==> src/core/flash_seq_defines.vh <==
`ifndef FLASH_SEQ_DEFINES_VH
`define FLASH_SEQ_DEFINES_VH
// command codes
`define CMD_READ 8'h00
`define CMD_PROG_SETUP 8'h40
`define CMD_VERIFY_SETUP 8'hC0
`define CMD_RESET 8'hFF
// timing in ns, cycles derived from clock period
`define CLK_PERIOD_NS 20
`define T_PROG_NS 9500
`define T_PROG_CYC ((`T_PROG_NS + `CLK_PERIOD_NS - 1) / `CLK_PERIOD_NS)
`define T_WP_NS 60
`define T_WP_CYC ((`T_WP_NS + `CLK_PERIOD_NS - 1) / `CLK_PERIOD_NS)
`define T_WPH_NS 20
`define T_WPH_CYC ((`T_WPH_NS + `CLK_PERIOD_NS - 1) / `CLK_PERIOD_NS)
`define T_WHGL_NS 6000
`define T_WHGL_CYC ((`T_WHGL_NS + `CLK_PERIOD_NS - 1) / `CLK_PERIOD_NS)
`define T_ACC_NS 200
`define T_ACC_CYC ((`T_ACC_NS + `CLK_PERIOD_NS - 1) / `CLK_PERIOD_NS)
`define CNT_W 10
`endif

==> src/core/flash_prog_host.v <==
// Behaviour
// - write 40h to enter program mode; next write is the operand
// - second write carries target address and data
// - every program is followed by a program-verify sequence
// - write C0h to set up program verify
// - following read returns margin-sensed byte; match means programmed
// - reset is writing FFh on two successive write cycles
// - after reset, write another valid command such as read
// - wait at least 9.5 us after programming start before verify set-up
`timescale 1ns/1ps
`default_nettype none
`include "flash_seq_defines.vh"
module flash_prog_host #(
   parameter ADDR_W = 16,
   parameter MAX_TRIES = 25,
   parameter PROG_CYC = `T_PROG_CYC,
   parameter WHGL_CYC = `T_WHGL_CYC
)(
   // clock and reset
   input wire clk,
   input wire rst_n,
   // user request
   input wire prog_req,
   input wire reset_req,
   input wire [ADDR_W-1:0] prog_addr,
   input wire [7:0] prog_data,
   output reg busy,
   output reg done,
   output reg fail,
   // flash pins
   output reg [ADDR_W-1:0] fl_addr,
   output reg [7:0] fl_dq_out,
   output reg fl_dq_oe,
   input wire [7:0] fl_dq_in,
   output reg fl_ce_n,
   output reg fl_oe_n,
   output reg fl_we_n
);
   // ****************************************
   // states
   // ****************************************
   localparam S_IDLE = 4'h0;
   localparam S_WR_LOW = 4'h1;
   localparam S_WR_HIGH = 4'h2;
   localparam S_PROG_WAIT = 4'h3;
   localparam S_VFY_WAIT = 4'h4;
   localparam S_RD = 4'h5;
   localparam S_CHECK = 4'h6;
   localparam S_FINISH = 4'h7;
   // write step indices
   localparam W_SETUP = 3'h0;
   localparam W_OPER = 3'h1;
   localparam W_VFY = 3'h2;
   localparam W_RST1 = 3'h3;
   localparam W_RST2 = 3'h4;
   localparam W_READ = 3'h5;

   reg [3:0] st_r;
   reg [2:0] step_r;
   reg [15:0] cnt_r;
   reg [7:0] tries_r;
   reg [ADDR_W-1:0] addr_r;
   reg [7:0] data_r;
   reg [7:0] dq_s1_r;
   reg [7:0] dq_s2_r;

   // ****************************************
   // pin sync
   // ****************************************
   always @(posedge clk)
   begin
      dq_s1_r <= fl_dq_in;
      dq_s2_r <= dq_s1_r;
   end

   // ****************************************
   // sequencer
   // ****************************************
   always @(posedge clk)
   begin
      if (!rst_n)
      begin
         st_r <= S_IDLE;
         step_r <= W_SETUP;
         cnt_r <= 16'h0000;
         tries_r <= 8'h00;
         addr_r <= {ADDR_W{1'b0}};
         data_r <= 8'h00;
         busy <= 1'b0;
         done <= 1'b0;
         fail <= 1'b0;
         fl_addr <= {ADDR_W{1'b0}};
         fl_dq_out <= 8'h00;
         fl_dq_oe <= 1'b0;
         fl_ce_n <= 1'b1;
         fl_oe_n <= 1'b1;
         fl_we_n <= 1'b1;
      end
      else
      begin
         done <= 1'b0;
         case (st_r)
            S_IDLE:
            begin
               if (reset_req)
               begin
                  busy <= 1'b1;
                  fail <= 1'b0;
                  step_r <= W_RST1;
                  fl_dq_out <= `CMD_RESET;
                  fl_dq_oe <= 1'b1;
                  fl_ce_n <= 1'b0;
                  fl_we_n <= 1'b0;
                  cnt_r <= 16'h0000;
                  st_r <= S_WR_LOW;
               end
               else if (prog_req)
               begin
                  busy <= 1'b1;
                  fail <= 1'b0;
                  addr_r <= prog_addr;
                  data_r <= prog_data;
                  tries_r <= 8'h00;
                  step_r <= W_SETUP;
                  fl_dq_out <= `CMD_PROG_SETUP;
                  fl_dq_oe <= 1'b1;
                  fl_ce_n <= 1'b0;
                  fl_we_n <= 1'b0;
                  cnt_r <= 16'h0000;
                  st_r <= S_WR_LOW;
               end
            end
            S_WR_LOW:
            begin
               // hold the strobe low for the write pulse width
               if (cnt_r >= `T_WP_CYC - 1)
               begin
                  fl_we_n <= 1'b1;
                  cnt_r <= 16'h0000;
                  st_r <= S_WR_HIGH;
               end
               else
                  cnt_r <= cnt_r + 16'h0001;
            end
            S_WR_HIGH:
            begin
               // data held past the rising edge, then the next step
               if (cnt_r >= `T_WPH_CYC - 1)
               begin
                  cnt_r <= 16'h0000;
                  fl_ce_n <= 1'b1;
                  fl_dq_oe <= 1'b0;
                  case (step_r)
                     W_SETUP:
                     begin
                        step_r <= W_OPER;
                        fl_addr <= addr_r;
                        fl_dq_out <= data_r;
                        fl_dq_oe <= 1'b1;
                        fl_ce_n <= 1'b0;
                        fl_we_n <= 1'b0;
                        st_r <= S_WR_LOW;
                     end
                     W_OPER: st_r <= S_PROG_WAIT;
                     W_VFY: st_r <= S_VFY_WAIT;
                     W_RST1:
                     begin
                        step_r <= W_RST2;
                        fl_dq_oe <= 1'b1;
                        fl_ce_n <= 1'b0;
                        fl_we_n <= 1'b0;
                        st_r <= S_WR_LOW;
                     end
                     W_RST2:
                     begin
                        step_r <= W_READ;
                        fl_dq_out <= `CMD_READ;
                        fl_dq_oe <= 1'b1;
                        fl_ce_n <= 1'b0;
                        fl_we_n <= 1'b0;
                        st_r <= S_WR_LOW;
                     end
                     default: st_r <= S_FINISH;
                  endcase
               end
               else
                  cnt_r <= cnt_r + 16'h0001;
            end
            S_PROG_WAIT:
            begin
               // counted from the operand strobe rising edge
               if (cnt_r >= PROG_CYC - 1)
               begin
                  cnt_r <= 16'h0000;
                  step_r <= W_VFY;
                  fl_dq_out <= `CMD_VERIFY_SETUP;
                  fl_dq_oe <= 1'b1;
                  fl_ce_n <= 1'b0;
                  fl_we_n <= 1'b0;
                  st_r <= S_WR_LOW;
               end
               else
                  cnt_r <= cnt_r + 16'h0001;
            end
            S_VFY_WAIT:
            begin
               // write-high to output-enable-low recovery
               if (cnt_r >= WHGL_CYC - 1)
               begin
                  cnt_r <= 16'h0000;
                  fl_ce_n <= 1'b0;
                  fl_oe_n <= 1'b0;
                  st_r <= S_RD;
               end
               else
                  cnt_r <= cnt_r + 16'h0001;
            end
            S_RD:
            begin
               // extra cycles cover the two-stage input sync
               if (cnt_r >= `T_ACC_CYC + 1)
               begin
                  cnt_r <= 16'h0000;
                  st_r <= S_CHECK;
               end
               else
                  cnt_r <= cnt_r + 16'h0001;
            end
            S_CHECK:
            begin
               fl_oe_n <= 1'b1;
               fl_ce_n <= 1'b1;
               if (dq_s2_r == data_r)
                  st_r <= S_FINISH;
               else if (tries_r >= MAX_TRIES - 1)
               begin
                  fail <= 1'b1;
                  st_r <= S_FINISH;
               end
               else
               begin
                  // bounded retry so a dead byte cannot hang the host
                  tries_r <= tries_r + 8'h01;
                  step_r <= W_SETUP;
                  fl_dq_out <= `CMD_PROG_SETUP;
                  fl_dq_oe <= 1'b1;
                  fl_ce_n <= 1'b0;
                  fl_we_n <= 1'b0;
                  st_r <= S_WR_LOW;
               end
            end
            S_FINISH:
            begin
               busy <= 1'b0;
               done <= 1'b1;
               st_r <= S_IDLE;
            end
            default: st_r <= S_IDLE;
         endcase
      end
   end
endmodule // flash_prog_host
`default_nettype wire

==> config.mk <==
export PLATFORM = sky130hd
export DESIGN_NAME = flash_prog_host
export DESIGN_NICKNAME = d
export VERILOG_FILES = /design/src/core/flash_prog_host.v
export VERILOG_INCLUDE_DIRS = /design/src /design/src/core
export SDC_FILE = /design/constraint.sdc
export NUM_CORES = 1
export LEC_CHECK = 0
export BUFFER_PORTS_ARGS = -buffer_cell sky130_fd_sc_hd__buf_2
export CORE_MARGIN = 2
export CORE_UTILIZATION = 25
export DETAILED_ROUTE_END_ITERATION = 8
export MAX_ROUTING_LAYER = met4
export RECOVER_POWER = 50
export SLEW_MARGIN = 20
export SYNTH_ARGS = -nofsm -noshare
export SYNTH_HDL_FRONTEND = slang
export SYNTH_SLANG_ARGS = --single-unit
==> constraint.sdc <==
create_clock -name clk -period 5 [get_ports clk]
set_clock_uncertainty 0.2 [all_clocks]
set_input_delay 0.5 -clock clk [delete_from_list [all_inputs] [get_ports clk]]
set_output_delay 0.5 -clock clk [all_outputs]
set_load 0.02 [all_outputs]
## Yosys cells after proc, flatten, opt, wreduce, memory -nomap -nowiden

Cells that the tools add are included.

- $add $sub $neg: 2
- Order comparisons: 5
- Equal/unequal tests: 25
- Mux-type cells: 62
- Bitwise gates (word level): 1
- Reduce and logical (&&, ||, !) cells: 23

Operators with widths:

| kind | count |
|---|---|
| 16-bit 2-to-1 mux | 6 |
| 16-bit one-hot mux with 6 select lines | 1 |
| 8-bit 2-to-1 mux | 9 |
| 16-bit by 9-bit greater-or-equal comparator with 1-bit output, second input constant | 2 |
| 8-bit one-hot mux with 2 select lines | 2 |
| 8-bit one-hot mux with 4 select lines | 1 |
| 4-bit one-hot mux with 7 select lines | 1 |
| 4-bit 2-to-1 mux | 6 |
| 3-bit 2-to-1 mux | 7 |
| 1-bit 2-to-1 mux | 20 |
| 2-bit inequality test, second input constant | 10 |
| 3-bit one-hot mux with 3 select lines | 2 |
| 16-bit by 1-bit adder with 16-bit output, second input constant | 1 |
| 4-bit by 3-bit == test with 1-bit output, second input constant | 4 |
| 16-bit by 2-bit greater-or-equal comparator with 1-bit output, second input constant | 1 |
| 16-bit by 4-bit greater-or-equal comparator with 1-bit output, second input constant | 1 |
| 5-bit AND reduction | 3 |
| 3-bit one-hot mux with 4 select lines | 1 |
| 6-bit AND reduction | 2 |
| 1-bit one-hot mux with 5 select lines | 2 |
| 5-bit nonzero test | 2 |
| 8-bit by 1-bit adder with 8-bit output, second input constant | 1 |
| 4-bit by 2-bit == test with 1-bit output, second input constant | 2 |
| 8-bit == test | 1 |
| other kinds (21) | 30 |

- Flip-flop bits (word level): 102
- Input port bits: 36
- Output and inout port bits: 31
- Word-level logic and storage cells: 135

## Depth between registers and ports, before layout

- Depth in word-level cells: 4
- Depth in mapped cells: 8
- Gate-level depth less buffers: 7

## Least setup slack after synthesis

OpenSTA, ideal clock, no wires.

- Path kind: register -> register
- Start: register cnt_r[1]
- End: register cnt_r[5]
- Library setup time: 0.079 ns
- Arrival time: 1.661 ns
- Data required time: 4.721 ns
- Slack: 3.060 ns
- Stages on the path, launching flop included: 8
- Buffers on the path: 1
- Period minus slack after synthesis: 1.940 ns
- Path through: dfxtp_1 -> ha_1 -> o21ai_0 -> or3b_1 -> o22ai_1 -> buf_4 -> o211ai_1 -> o211ai_1

- Word-level cells in the longest chain between the ends: 3
- Elaborated cells on any way between the ends: 10
- Those cells by class: add/sub (1); order compare (4); mux (5)

RTL lines:

| element | RTL line | source |
|---|---|---|
| start: declaration | flash_prog_host.v:60 | `reg [15:0] cnt_r;` |
| start signal: assignment | flash_prog_host.v:143 | `cnt_r <= cnt_r + 16'h0001;` |
| start signal: assignment | flash_prog_host.v:187 | `cnt_r <= cnt_r + 16'h0001;` |
| start signal: assignment | flash_prog_host.v:203 | `cnt_r <= cnt_r + 16'h0001;` |
| 16-bit by 1-bit adder with 16-bit output (tied with other cells) | n/a |  |
| 16-bit 2-to-1 mux, on equally long branches | n/a |  |
| 16-bit one-hot mux with 6 select lines (*) | flash_prog_host.v:102 | `case (st_r)` |

Every way passes the cells marked *; elsewhere a longest branch is shown, timed or not.
A chain may end at the register's enable or synchronous reset.

## Worst setup path in the final report

- Start: register st_r[1]
- End: register fl_dq_out[2]

- Word-level cells in the longest chain between the ends: 3
- Elaborated cells on any way between the ends: 12
- Those cells by class: eq/ne (8); mux (1); reduce/logical (3)

RTL lines:

| element | RTL line | source |
|---|---|---|
| start: declaration | flash_prog_host.v:58 | `reg [3:0] st_r;` |
| start signal: assignment | flash_prog_host.v:83 | `st_r <= S_IDLE;` |
| start signal: assignment | flash_prog_host.v:115 | `st_r <= S_WR_LOW;` |
| start signal: assignment | flash_prog_host.v:130 | `st_r <= S_WR_LOW;` |
| 4-bit by 2-bit == test with 1-bit output (tied with other cells) | flash_prog_host.v:102 |  |
| 3-bit by 1-bit inequality test with 1-bit output (no source line) (tied with other cells) | n/a |  |
| 6-bit AND reduction (no source line) | n/a |  |
| end signal: assignment | flash_prog_host.v:110 | `` fl_dq_out <= `CMD_RESET; `` |
| end signal: assignment | flash_prog_host.v:125 | `` fl_dq_out <= `CMD_PROG_SETUP; `` |
| end signal: assignment | flash_prog_host.v:158 | `fl_dq_out <= data_r;` |
| end: declaration | flash_prog_host.v:32 | `output reg [7:0] fl_dq_out,` |

Several ways; a longest one is shown, not always the timed one.

==> flow_metrics.tcl <==
set metrics [dict create \
    status "completed" \
    fill_cells 1798 \
    r2r-start "st_r[1]" \
    num_rows 47 \
    tns_ns 0 \
    vias 3604 \
    report.power.total_mw 2.05 \
    syn_nets 538 \
    clk_latency_ns 0.34 \
    grt_pass1_wl_mm 16.6 \
    tritoncts "yes" \
    fin_nets 582 \
    cts_htree_levels 3 \
    fin_crit_sh 0.559 \
    dieArea_um2 18200 \
    worstHoldStart "fl_dq_in[4]" \
    core_um2 16600 \
    area_growth_pct 15.9 \
    cp-start-kind "register" \
    synth_fa_ha_area_frac 0.0117 \
    syn_area_um2 4270 \
    io_buffers 66 \
    clkTransAtPathRegs_ns 0.07 \
    finalCriticalPeriod_ns 2.80 \
    crit_required_ns 5.04 \
    cp.arrival_ns 2.84 \
    final_common_cell "nand2_1" \
    layout-drive-gt1-share 0.124 \
    cp-startpoint "st_r[1]" \
    timing.critical_path.fanout_max 20 \
    die_h_um 135 \
    via_per_inst 4.70 \
    worstSetupPathType "register to register" \
    antenna_found_initial 0 \
    p_leak_nw 1.84 \
    overflow 0 \
    track_usage 0.118 \
    mostFrequentLayoutCells "nand2_1 (116), dfxtp_1 (101), a21oi_1 (54)" \
    ys_dominant_reg_cell "dfxtp_1" \
    max_freq_ghz 0.358 \
    hold_viol 0 \
    power.density_nw_per_um2 413 \
    timing.final.ws_setup_ns 2.20 \
    drtIter0Drc 206 \
    io_pins 67 \
    ctsRootBufferMaster "clkbuf_16" \
    drt_first_pass_iters 5 \
    diodes 0 \
    ys_warn_count 0 \
    hp-class "input port to register" \
    synth_edf_count 0 \
    ir_worst_vdd_uv 190 \
    synth_top_family_by_area "simple AND/OR/NAND/NOR gates" \
    cts_setup_buffers 0 \
    die_w_um 135 \
    yosys.area_share.xor_xnor 0.0225 \
    slew_headroom 0.287 \
    drv_cap 0 \
    cts_sinks 101 \
    ys_async_sr_fraction 0 \
    route.detailed.drc 0 \
    dp_hpwl_mm 7.20 \
    ys_ff_latch 101 \
    place_ws_ns 2.46 \
    first_global_vias 3170 \
    routed_wl_mm 10.4 \
    synth_cell_types 62 \
    syn-mean-instance-area_um2 8.58 \
    ant_nets 0 \
    final-setup-viol-count 0 \
    tightest_slew_ns 1.07 \
    cts_buffer_depth 2 \
    grt_max_degree 60 \
    synth_compound_area_frac 0.202 \
    cts_buffers 9 \
    slew_violations 0 \
    seq_area_frac_synth 0.473 \
    start_util 0.257 \
    cp-end-kind "register" \
    rsz0062_at_grt "false" \
    post_drt_wl_per_cell_um 13.5 \
    synth-simple-area-share 0.234 \
    ctsResizeCount 0 \
    synth_mux_area_frac 0.00732 \
    place_congestion 0.825 \
    syn_inst 498 \
    cts_hold_buf 0 \
]
## worst max-delay path, stage by stage (launching register included)
cell      delay (ns)
dfxtp_1         0.71
nand3b_1        0.35
nor3_1          0.71
nor2_1          0.35
a311oi_1        0.37
## stage by stage
step                      instances  area, um2  hold slack [ns]  utilization
final                           767       4950           0.0545        0.298
after global routing            767       4950           0.0350        0.298
after CTS                       766       4990           0.0361        0.300
after detailed placement        750       4720            0.112        0.284
after global placement          750       4720            0.111        0.283
after floorplan                 498       4270            0.110            -
## final timing paths
path | slack (ns) | depth (start not counted) | to
worst max-delay path | 2.20 | 4 | fl_dq_out[2]
worst min-delay path | 0.05 | 1 | dq_s1_r[4]
worst max register to register | 2.20 | 4 | fl_dq_out[2]
worst min register to register | 0.13 | 0 | dq_s2_r[7]
## routing by layer
metal	part of all wire	track usage
met4	0.012	0.0398
met5	0	-
met1	0.50	0.161
met3	0.042	0.0244
met2	0.44	0.174
## registers in the layout, indices dropped and copies added, names as in the netlist, 3 cells and up
name       flops
dq_s2_r        8
fl_dq_out      8
dq_s1_r        8
addr_r        16
tries_r        8
data_r         8
st_r           3
step_r         3
cnt_r         16
fl_addr       16
## final cells by class
type | count | area (um2) | share of cell area
multi-input cells | 354 | 2030 | 0.409
flip-flops and latches | 101 | 2020 | 0.408
repair buffers | 71 | 333 | 0.0672
well taps | 220 | 275 | 0.0556
clock buffers | 9 | 225 | 0.0455
clock inverters | 7 | 51.3 | 0.0104
inverters | 5 | 18.8 | 0.00379
## kinds of logic after synthesis
kind of cell	after synthesis
and+or+nand+nor	209
DFF	101
muxes	3
buffers and inverters	43
xor gates and xnor gates	11
AOI/OAI and AO/OA	127
adders and majority gates	4
## Yosys cell counts, types with 5 or more instances
master	number	area, um2
dfxtp_1	101	2020
nand3_1	9	45.0
and2_1	7	43.8
o21ai_0	11	55.1
a311oi_1	9	78.8
a21oi_1	54	270
nor2_1	24	90.1
buf_2	10	50.1
nor3_1	10	50.1
and3_1	5	31.3
a31oi_1	11	68.8
clkbuf_1	21	78.8
xnor2_1	9	78.8
nand2_1	116	435
o311a_1	5	50.1
a32oi_1	6	52.6
nand4_1	6	37.5
## where the power goes
part / switching (mW) / total (mW) / leakage, nW / internal, mW
clock: 0.306 / 0.645 / 0.132 / 0.339
sequential: 0.0773 / 0.955 / 0.827 / 0.878
combinational: 0.283 / 0.446 / 0.884 / 0.163
Power figures use the tool's default switching activity.
